$ cat src/inc/gdps_pkg.sv
// shared constants for the gate-drive protection setup block
package gdps_pkg;
   localparam int unsigned CLK_FREQ_MHZ = 40;
   localparam int unsigned CLK_FREQ_KHZ = 40000;
   localparam int ADDR_W = 8;
   localparam logic [7:0] SETUP_OFFSET = 8'hAC;
   localparam logic [7:0] STATUS_OFFSET = 8'hB0;
   localparam logic [7:0] MASK_OFFSET = 8'hB4;
   localparam logic [7:0] AUX_OFFSET = 8'hB8;
   localparam logic [31:0] SETUP_RST = 32'h0000_0000;
   localparam logic [31:0] SETUP_WMASK = 32'h8C0D_3703;
   localparam int PARITY_BIT = 31;
   localparam int SLEW_LSB = 26;
   localparam int OV_SEL_BIT = 19;
   localparam int OV_EN_BIT = 18;
   localparam int OVERTEMP_WARNING_REPORT_ENABLE_BIT = 16;
   localparam int OC_FILT_LSB = 12;
   localparam int OC_LVL_BIT = 10;
   localparam int OC_MODE_LSB = 8;
   localparam int GAIN_LSB = 0;
   localparam logic [1:0] SLEW_125 = 2'h2;
   localparam logic [1:0] SLEW_200 = 2'h3;
   localparam logic [1:0] OC_MODE_LATCH = 2'h0;
   localparam logic [1:0] OC_MODE_RETRY = 2'h1;
   localparam int ST_W = 4;
   localparam int ST_OC = 0;
   localparam int ST_OV = 1;
   localparam int ST_OTW = 2;
   localparam int ST_CFG = 3;
   localparam logic [3:0] STATUS_RST = 4'h0;
   localparam logic [3:0] MASK_RST = 4'h0;
   localparam logic AUTO_GAIN_RST = 1'b0;
   localparam int AUX_AUTO_BIT = 0;
   localparam int AUX_OCF_BIT = 8;
   localparam int AUX_OVF_BIT = 9;
   localparam int AUX_GATE_BIT = 10;
   localparam int SYNC_W = 3;
   localparam int FILT_CNT_W = 7;
   localparam int unsigned FILT0_NS = 200;
   localparam int unsigned FILT1_NS = 600;
   localparam int unsigned FILT2_NS = 1200;
   localparam int unsigned FILT3_NS = 1600;
   localparam logic [6:0] FILT0_CYC = 7'((FILT0_NS * CLK_FREQ_MHZ + 999) / 1000);
   localparam logic [6:0] FILT1_CYC = 7'((FILT1_NS * CLK_FREQ_MHZ + 999) / 1000);
   localparam logic [6:0] FILT2_CYC = 7'((FILT2_NS * CLK_FREQ_MHZ + 999) / 1000);
   localparam logic [6:0] FILT3_CYC = 7'((FILT3_NS * CLK_FREQ_MHZ + 999) / 1000);
   localparam int unsigned RETRY_TIME_MS = 500;
   localparam int RETRY_CNT_W = 25;
   localparam logic [24:0] RETRY_CYCLES_DFLT = 25'(RETRY_TIME_MS * CLK_FREQ_KHZ);
endpackage

$ cat src/logic/gdps_sync.sv
// two-stage synchroniser for the protection comparator pins
`timescale 1ns/1ps
module gdps_sync
   import gdps_pkg::*;
(
   input wire logic clk,
   input wire logic resetn,
   input wire logic [SYNC_W-1:0] din,
   output logic [SYNC_W-1:0] dout
);
   typedef struct packed {
      logic [SYNC_W-1:0] meta;
      logic [SYNC_W-1:0] stable;
   } gdps_sync_state_t;

   gdps_sync_state_t state_reg;
   gdps_sync_state_t state_next;

   // first stage feeds only the second stage
   always_comb
   begin
      state_next = state_reg;
      state_next.meta = din;
      state_next.stable = state_reg.meta;
      if (!resetn)
      begin
         state_next = '0;
      end
   end

   always_ff @(posedge clk)
   begin
      state_reg <= state_next;
   end

   assign dout = state_reg.stable;
endmodule // gdps_sync

$ cat src/logic/gdps_deglitch.sv
// overcurrent deglitch filter with selectable time
`timescale 1ns/1ps
module gdps_deglitch
   import gdps_pkg::*;
(
   input wire logic clk,
   input wire logic resetn,
   input wire logic level,
   input wire logic [1:0] filt_sel,
   output logic filtered
);
   typedef struct packed {
      logic [FILT_CNT_W-1:0] cnt;
      logic out;
   } gdps_filt_state_t;

   gdps_filt_state_t state_reg;
   gdps_filt_state_t state_next;
   logic [FILT_CNT_W-1:0] limit;

   always_comb
   begin
      unique case (filt_sel)
         2'h0: limit = FILT0_CYC;
         2'h1: limit = FILT1_CYC;
         2'h2: limit = FILT2_CYC;
         2'h3: limit = FILT3_CYC;
      endcase
      state_next = state_reg;
      if (!resetn)
      begin
         state_next = '0;
      end
      else if (!level)
      begin
         state_next.cnt = '0;
         state_next.out = 1'b0;
      end
      else
      begin
         // compare with < so a shorter time chosen mid-count cannot wrap
         if (state_reg.cnt < limit)
         begin
            state_next.cnt = state_reg.cnt + 1'b1;
         end
         state_next.out = (state_next.cnt >= limit);
      end
   end

   always_ff @(posedge clk)
   begin
      state_reg <= state_next;
   end

   assign filtered = state_reg.out;

   chk_filter_drop: assert property (@(posedge clk) disable iff (!resetn)
      !level |=> !filtered)
      else $error("filter output stayed high after input dropped");

   chk_filter_count: assert property (@(posedge clk) disable iff (!resetn)
      $rose(filtered) |-> (state_reg.cnt == limit) && $past(level))
      else $error("filter output rose before the deglitch count");
endmodule // gdps_deglitch

$ cat src/logic/gdps_top.sv
// gate-drive protection setup register with overcurrent, overvoltage and warning control
`timescale 1ns/1ps
module gdps_top
   import gdps_pkg::*;
#(
   parameter logic [RETRY_CNT_W-1:0] RETRY_CYCLES = RETRY_CYCLES_DFLT
)
(
   input wire logic clk,
   input wire logic resetn,
   input wire logic [ADDR_W-1:0] addr,
   input wire logic [31:0] wdata,
   input wire logic wr_en,
   input wire logic rd_en,
   output logic [31:0] rdata,
   input wire logic oc_detect_pin,
   input wire logic ov_detect_pin,
   input wire logic otw_detect_pin,
   input wire logic [1:0] auto_gain_code,
   output logic [1:0] slew_code,
   output logic slew_valid,
   output logic ov_threshold_sel,
   output logic ov_fault,
   output logic otw_report,
   output logic oc_trip_level,
   output logic oc_fault,
   output logic gate_enable,
   output logic [1:0] sense_gain,
   output logic irq
);
   typedef struct packed {
      logic [31:0] setup;
      logic [ST_W-1:0] status;
      logic [ST_W-1:0] mask;
      logic auto_gain;
      logic [31:0] rdata;
      logic oc_fault;
      logic [RETRY_CNT_W-1:0] retry_cnt;
      logic ov_act_d;
      logic otw_act_d;
      logic [1:0] gain;
   } gdps_top_state_t;

   gdps_top_state_t state_reg;
   gdps_top_state_t state_next;

   logic [SYNC_W-1:0] pins_sync;
   logic oc_filt;
   logic ov_act;
   logic otw_act;
   logic oc_event;
   logic cfg_event;
   logic [ST_W-1:0] clr_bits;
   logic [ST_W-1:0] events;
   logic [1:0] oc_mode;

   gdps_sync u_sync (
      .clk(clk),
      .resetn(resetn),
      .din({otw_detect_pin, ov_detect_pin, oc_detect_pin}),
      .dout(pins_sync)
   );

   gdps_deglitch u_oc_filt (
      .clk(clk),
      .resetn(resetn),
      .level(pins_sync[0]),
      .filt_sel(state_reg.setup[OC_FILT_LSB +: 2]),
      .filtered(oc_filt)
   );

   assign oc_mode = state_reg.setup[OC_MODE_LSB +: 2];
   assign ov_act = pins_sync[1] & state_reg.setup[OV_EN_BIT];
   assign otw_act = pins_sync[2] & state_reg.setup[OVERTEMP_WARNING_REPORT_ENABLE_BIT];
   // level, so a retry into a still-present overcurrent trips again
   assign oc_event = oc_filt & ~state_reg.oc_fault;
   // invalid slew or response code written; hardware still acts safely
   assign cfg_event = wr_en && (addr == SETUP_OFFSET)
      && (!wdata[SLEW_LSB + 1] || wdata[OC_MODE_LSB + 1]);
   assign clr_bits = (wr_en && (addr == STATUS_OFFSET)) ? wdata[ST_W-1:0] : '0;

   always_comb
   begin
      events = '0;
      events[ST_OC] = oc_event;
      events[ST_OV] = ov_act & ~state_reg.ov_act_d;
      events[ST_OTW] = otw_act & ~state_reg.otw_act_d;
      events[ST_CFG] = cfg_event;
      state_next = state_reg;
      state_next.ov_act_d = ov_act;
      state_next.otw_act_d = otw_act;
      if (wr_en)
      begin
         unique case (addr)
            SETUP_OFFSET: state_next.setup = wdata & SETUP_WMASK;
            MASK_OFFSET: state_next.mask = wdata[ST_W-1:0];
            AUX_OFFSET: state_next.auto_gain = wdata[AUX_AUTO_BIT];
            default: state_next.setup = state_reg.setup;
         endcase
      end
      // set wins over a write-one clear in the same cycle
      state_next.status = (state_reg.status & ~clr_bits) | events;
      if (oc_event)
      begin
         state_next.oc_fault = 1'b1;
         state_next.retry_cnt = '0;
      end
      else if (state_reg.oc_fault)
      begin
         if (oc_mode == OC_MODE_RETRY)
         begin
            if (state_reg.retry_cnt == RETRY_CYCLES - 1'b1)
            begin
               state_next.oc_fault = 1'b0;
               state_next.retry_cnt = '0;
            end
            else
            begin
               state_next.retry_cnt = state_reg.retry_cnt + 1'b1;
            end
         end
         // invalid codes fall back to latching, the safer of the two
         else if (clr_bits[ST_OC] && !oc_filt)
         begin
            state_next.oc_fault = 1'b0;
         end
      end
      // static field ignored while automatic gain selection runs
      state_next.gain = state_reg.auto_gain ? auto_gain_code
         : state_reg.setup[GAIN_LSB +: 2];
      state_next.rdata = '0;
      if (rd_en)
      begin
         unique case (addr)
            SETUP_OFFSET: state_next.rdata = state_reg.setup;
            STATUS_OFFSET: state_next.rdata[ST_W-1:0] = state_reg.status;
            MASK_OFFSET: state_next.rdata[ST_W-1:0] = state_reg.mask;
            AUX_OFFSET:
            begin
               state_next.rdata[AUX_AUTO_BIT] = state_reg.auto_gain;
               state_next.rdata[AUX_OCF_BIT] = state_reg.oc_fault;
               state_next.rdata[AUX_OVF_BIT] = ov_act;
               state_next.rdata[AUX_GATE_BIT] = gate_enable;
            end
            default: state_next.rdata = '0;
         endcase
      end
      if (!resetn)
      begin
         state_next = '0;
         state_next.setup = SETUP_RST;
         state_next.status = STATUS_RST;
         state_next.mask = MASK_RST;
         state_next.auto_gain = AUTO_GAIN_RST;
      end
   end

   always_ff @(posedge clk)
   begin
      state_reg <= state_next;
   end

   assign rdata = state_reg.rdata;
   assign slew_code = state_reg.setup[SLEW_LSB +: 2];
   assign slew_valid = (slew_code == SLEW_125) || (slew_code == SLEW_200);
   assign ov_threshold_sel = state_reg.setup[OV_SEL_BIT];
   assign ov_fault = ov_act;
   assign otw_report = otw_act;
   assign oc_trip_level = state_reg.setup[OC_LVL_BIT];
   assign oc_fault = state_reg.oc_fault;
   assign gate_enable = ~state_reg.oc_fault & ~ov_act;
   assign sense_gain = state_reg.gain;
   assign irq = |(state_reg.status & state_reg.mask);

   chk_reset_clears: assert property (@(posedge clk)
      !resetn |=> (state_reg.setup == SETUP_RST) && !oc_fault && !irq)
      else $error("setup word not cleared by reset");

   chk_slew_decode: assert property (@(posedge clk) disable iff (!resetn)
      slew_valid == state_reg.setup[SLEW_LSB + 1])
      else $error("slew valid disagrees with stored code");

   chk_ov_enable: assert property (@(posedge clk) disable iff (!resetn)
      !state_reg.setup[OV_EN_BIT] |-> !ov_fault && gate_enable == !oc_fault)
      else $error("overvoltage acted on while disabled");

   chk_otw_report: assert property (@(posedge clk) disable iff (!resetn)
      $rose(state_reg.status[ST_OTW]) |-> $past(state_reg.setup[OVERTEMP_WARNING_REPORT_ENABLE_BIT]))
      else $error("warning reported while reporting disabled");

   chk_oc_cause: assert property (@(posedge clk) disable iff (!resetn)
      $rose(oc_fault) |-> $past(oc_filt) && state_reg.status[ST_OC])
      else $error("overcurrent fault without filtered detection");

   chk_oc_latch: assert property (@(posedge clk) disable iff (!resetn)
      oc_fault && oc_mode == OC_MODE_LATCH && !clr_bits[ST_OC] |=> oc_fault)
      else $error("latched overcurrent fault released by itself");

   chk_retry_early: assert property (@(posedge clk) disable iff (!resetn)
      oc_fault && (state_reg.retry_cnt != RETRY_CYCLES - 1'b1) && !wr_en
      |=> oc_fault)
      else $error("overcurrent retry released early");

   chk_retry_release: assert property (@(posedge clk) disable iff (!resetn)
      oc_fault && oc_mode == OC_MODE_RETRY && !oc_event
      && (state_reg.retry_cnt == RETRY_CYCLES - 1'b1) |=> !oc_fault ##1 oc_fault == $past(oc_filt))
      else $error("overcurrent retry not released at count");

   chk_static_gain: assert property (@(posedge clk) disable iff (!resetn)
      !state_reg.auto_gain ##1 !$past(state_reg.auto_gain)
      |-> sense_gain == $past(state_reg.setup[GAIN_LSB +: 2]))
      else $error("static gain not applied");

   chk_reserved_zero: assert property (@(posedge clk) disable iff (!resetn)
      rd_en && addr == SETUP_OFFSET |=> (rdata & ~SETUP_WMASK) == 32'h0000_0000)
      else $error("reserved bits read non-zero");

   chk_irq_level: assert property (@(posedge clk) disable iff (!resetn)
      irq == |(state_reg.status & state_reg.mask))
      else $error("interrupt does not follow masked status");
endmodule // gdps_top

$ cat config.mk
export PLATFORM = sky130hd
export DESIGN_NAME = gdps_top
export DESIGN_NICKNAME = d
export VERILOG_FILES = /design/src/inc/gdps_pkg.sv /design/src/logic/gdps_sync.sv /design/src/logic/gdps_deglitch.sv /design/src/logic/gdps_top.sv
export SDC_FILE = /design/constraint.sdc
export NUM_CORES = 1
export LEC_CHECK = 0
export ABC_CLOCK_PERIOD_IN_PS = 3100
export BUFFER_PORTS_ARGS = -buffer_cell sky130_fd_sc_hd__buf_2
export CAP_MARGIN = 20
export CORE_MARGIN = 2
export CORE_UTILIZATION = 48
export DETAILED_ROUTE_END_ITERATION = 8
export PLACE_DENSITY_LB_ADDON = 0.05
export SLEW_MARGIN = 10
export SYNTH_ARGS = -nofsm -noshare
export SYNTH_HDL_FRONTEND = slang
export SYNTH_SLANG_ARGS = --single-unit
$ cat constraint.sdc
create_clock -name clk -period 3.1 [get_ports clk]
set_input_delay 0.31 -clock clk [delete_from_list [all_inputs] [get_ports clk]]
set_output_delay 0.31 -clock clk [all_outputs]
set_load 0.005 [all_outputs]
==> results.txt <==
----------------------------------------------------
[Run status]
  Run status ... complete, no violations

[Final layout]
  Most frequent cells in the layout ... dfxtp_1 (79), buf_2 (58), nor2_1 (41), nand2_1 (35), nand3_1 (25)
  Layout cell share with drive strength beyond 1 ... 0.2158
  Number of non-filler instances in the completed layout ... ~600
  Antenna diode count ... 0
  Max FFs per register ... 43
  Area taken by multi-input logic gates ... about 1900 sq um
  Most common library cell in the layout ignoring fill and taps ... dfxtp_1
  Post-synthesis to final-layout area growth ... 12.17%
  Count of filler cells inserted in the layout ... between 700 and 800
  FF/Latch Area ... 1624 sq um
  Final Net Count ... 540
  Post-layout instance area ... between 4000 and 5000 sq um

[Global route]
  Global Route Usage Sum ... 0.1858
  Number of antenna violations at the first check in global routing ... 0
  Number of global-route vias before repair ... about 2800
  GR Overflow Total ... 0
  Pin count of the biggest net entering global routing ... 52
  First-pass GRT wire length ... approximately 13000 um

[Job]
  Total of max-cap violations ... 0

[Timing]
  Worst-Margin Slew ... around 0.72 ns
  Number of pins exceeding their max-slew limit in the final report ... 0
  Worst slew margin relative to its limit ... 0.5174
  Clock skew ... around 0.0063 ns
  Period Utilization, post-route ... 0.9971
  Maximum achievable frequency ... between 300 and 400 MHz
  Number of hold-slack violations in the final timing report ... 0
  RSZ-0062 raised after global routing ... true
  Final min period ... between 3 and 4 ns
  Setup Viol. Count Final ... 0
  Summed negative setup slack over all endpoints ... 0 ns

[Clock network]
  Num CTS Buffers ... 9
  CTS root buf ... clkbuf_8
  Maximum clock insertion buffer count ... 2
  Total number of H-tree levels ... 3
  CTS Hold Buffers Added ... 0
  Clock input transition at the sequential cells of the worst setup and hold paths ... about 0.080 ns
  Clock insertion delay at the later pin of the skew report ... approximately 0.35 ns
  TritonCTS clock tree ... built
  TritonCTS Sinks ... 81

[Worst setup path]
  Worst Setup Start Kind ... flip-flop
  Category of the worst setup path capture point ... flip-flop
  CP max stage cell ... or4_1
  Critical path cell sequence ... buf_4 > ha_1 > inv_2 > ha_1 > a21o_1 > a2111oi_4 > buf_4 > nand4_1 > xnor2_1 > ha_1 > nand4_1 > or4_1 > nor3_2 > a31oi_1 > o21ai_0
  Worst Path Max Fanout ... 3
  Req. time, crit path ... approximately 3.4 ns
  Data arrival, critical path ... 3.36 ns
  Worst R2R Path Depth ... 15
  Delay of the slowest cell on the worst path ... about 0.42 ns
  Most frequent cell on the critical path ... ha_1
  Crit path kind ... flip-flop to flip-flop

[Synth]
  Synthesized instance count ... 433
  Flop and latch count out of synthesis ... between 80 and 90
  Share of the yosys chip area belonging to registers ... 0.4216
  Count of distinct cell types in the synthesized netlist ... 54
  FFs w/ async S/R, synth ... 0
  Post-synthesis instance area ... around 3800 sq um
  Most instantiated flip-flop cell in the synthesis netlist ... dfxtp_1
  Post-synth EDFFs ... 0
  Count of yosys warnings during synthesis ... 0
  Average instance area after synthesis ... a little under 9 sq um

[Floorplanning]
  Initial cell density of the core ... 0.4977
  Chip Height ... between 90 and 100 um
  Die Outline Area ... just under 9000 sq um
  I/O pins ... 93
  Number of placement rows ... 32
  Core ar. ... ~7700 sq um
  Floorplan die width ... around 94 um

[Routing]
  Via Count ... between 2000 and 3000
  Initial detailed-routing violation count ... 80
  Wirelength, routed ... about 7600 um
  # DRC ... 0
  Number of detailed-route iterations in the first pass ... 4
  Final ANT Viol Nets ... 0
  Routed wirelength normalized by instance count ... approximately 13 um
  Routed vias/inst ... 5.050

[Power and ir drop]
  Worst IR drop on VDD ... around 230 uV
  Power density normalized to cell area ... 457.2 nW/um^2
  Leak pwr ... around 1.7 nW

[Placed design]
  Post-DP Area ... 4071 sq um
  Gp weighted congestion ... around 0.81
  Number of buffers added on ports ... 58
  HPWL reported at the end of detailed placement ... between 5000 and 6000 um
  DP Cell Count ... approximately 570

[Worst hold path]
  Worst Hold Path Cells ... 2
  Class of the worst hold path ... input port to flip-flop

----------------------------------------------------
critical path: cells and delay by family, from the launching register on:
kind / cells / cell delay (ns)
simple gates: 4 / 0.74
compound gates: 4 / 0.69
flops: 1 / 0.33
buf+inv: 3 / 0.37
xor+xnor: 1 / 0.16
fa+ha+maj: 3 / 0.73
cell usage after synthesis (all sizes together) (5+ instances only):
cell | number | area share
nor2 | 43 | 0.043
clkbuf | 12 | 0.012
o21ai | 17 | 0.022
nand3 | 25 | 0.033
nor3 | 11 | 0.016
a22oi | 5 | 0.0098
dfxtp | 81 | 0.42
nand4 | 18 | 0.029
and2 | 14 | 0.023
ha | 13 | 0.042
inv | 7 | 0.0068
nor2b | 16 | 0.026
a21oi | 7 | 0.0091
and3 | 8 | 0.013
xnor2 | 9 | 0.020
xor2 | 20 | 0.046
mux2i | 8 | 0.021
buf | 39 | 0.077
nand2 | 35 | 0.034
power breakdown:
| group | leakage (nW) | switching [mW] | total [mW] | internal, mW |
|---|---|---|---|---|
| Sequential | 0.654 | 0.00186 | 1.05 | 1.04 |
| Clock | 0.104 | 0.384 | 0.853 | 0.470 |
| Combinational | 0.989 | 0.0454 | 0.0738 | 0.0284 |
| Total | 1.75 | 0.431 | 1.97 | 1.54 |
cell type report:
cell class,count,share of cell area
tap,102,0.02958
clock inverter,5,0.01856
sequential,81,0.3765
clock buffer,10,0.03190
multi-input combinational,310,0.4510
timing repair buffer,69,0.08643
inverter,7,0.006090
repair_timing:
action | in CTS | in global routing
buffers inserted | 0 | 0
cloned | 0 | 0
resized for setup | 5 | 2
hold endpoints to repair | 0 | 0
setup endpoints to repair | 1 | 1
pin swaps | 0 | 1
logic make-up after synthesis:
logic type,share of synthesized area
xor gates and xnor gates,0.06604
AOI/OAI and AO/OA,0.08979
buffers and inverters,0.09597
muxes,0.02082
adders and majority gates,0.04229
DFF,0.4216
other,0.0009750
and+or+nand+nor,0.2625
final timing paths:
kind | from | endpoint | slack [ns]
setup / recovery | state_reg[84]$_SDFFE_PN0P_ | u_oc_filt.filtered$_SDFF_PN0_ | 0.009
hold / removal | otw_detect_pin | u_sync.state_reg[5]$_SDFF_PN0_ | 0.16
setup reg to reg | state_reg[84]$_SDFFE_PN0P_ | u_oc_filt.filtered$_SDFF_PN0_ | 0.009
hold reg to reg | u_sync.state_reg[4]$_SDFF_PN0_ | u_sync.dout[1]$_SDFF_PN0_ | 0.44
layer usage:
layer	global-route usage	part of all wire	vias to the layer above
met5	0	0	-
met4	0.05882	0.013	0
met3	0.04996	0.041	13
met2	0.3010	0.47	58
met1	0.2408	0.48	1350
li1	-	-	1528
metrics by stage:
step,power [mW],setup slack (ns),hold slack (ns),utilization
2_1_floorplan,1.131,0.007205,0.4119,-
3_3_place_gp,1.143,-0.01788,0.4138,0.5269
3_5_place_dp,1.144,-0.05618,0.4200,0.5269
4_1_cts,1.991,0.009548,0.1477,0.5560
5_1_grt,2.043,-0.2198,0.1454,0.5583
6_report,1.972,0.008912,0.1576,0.5583
Power figures use the tool's default switching activity.
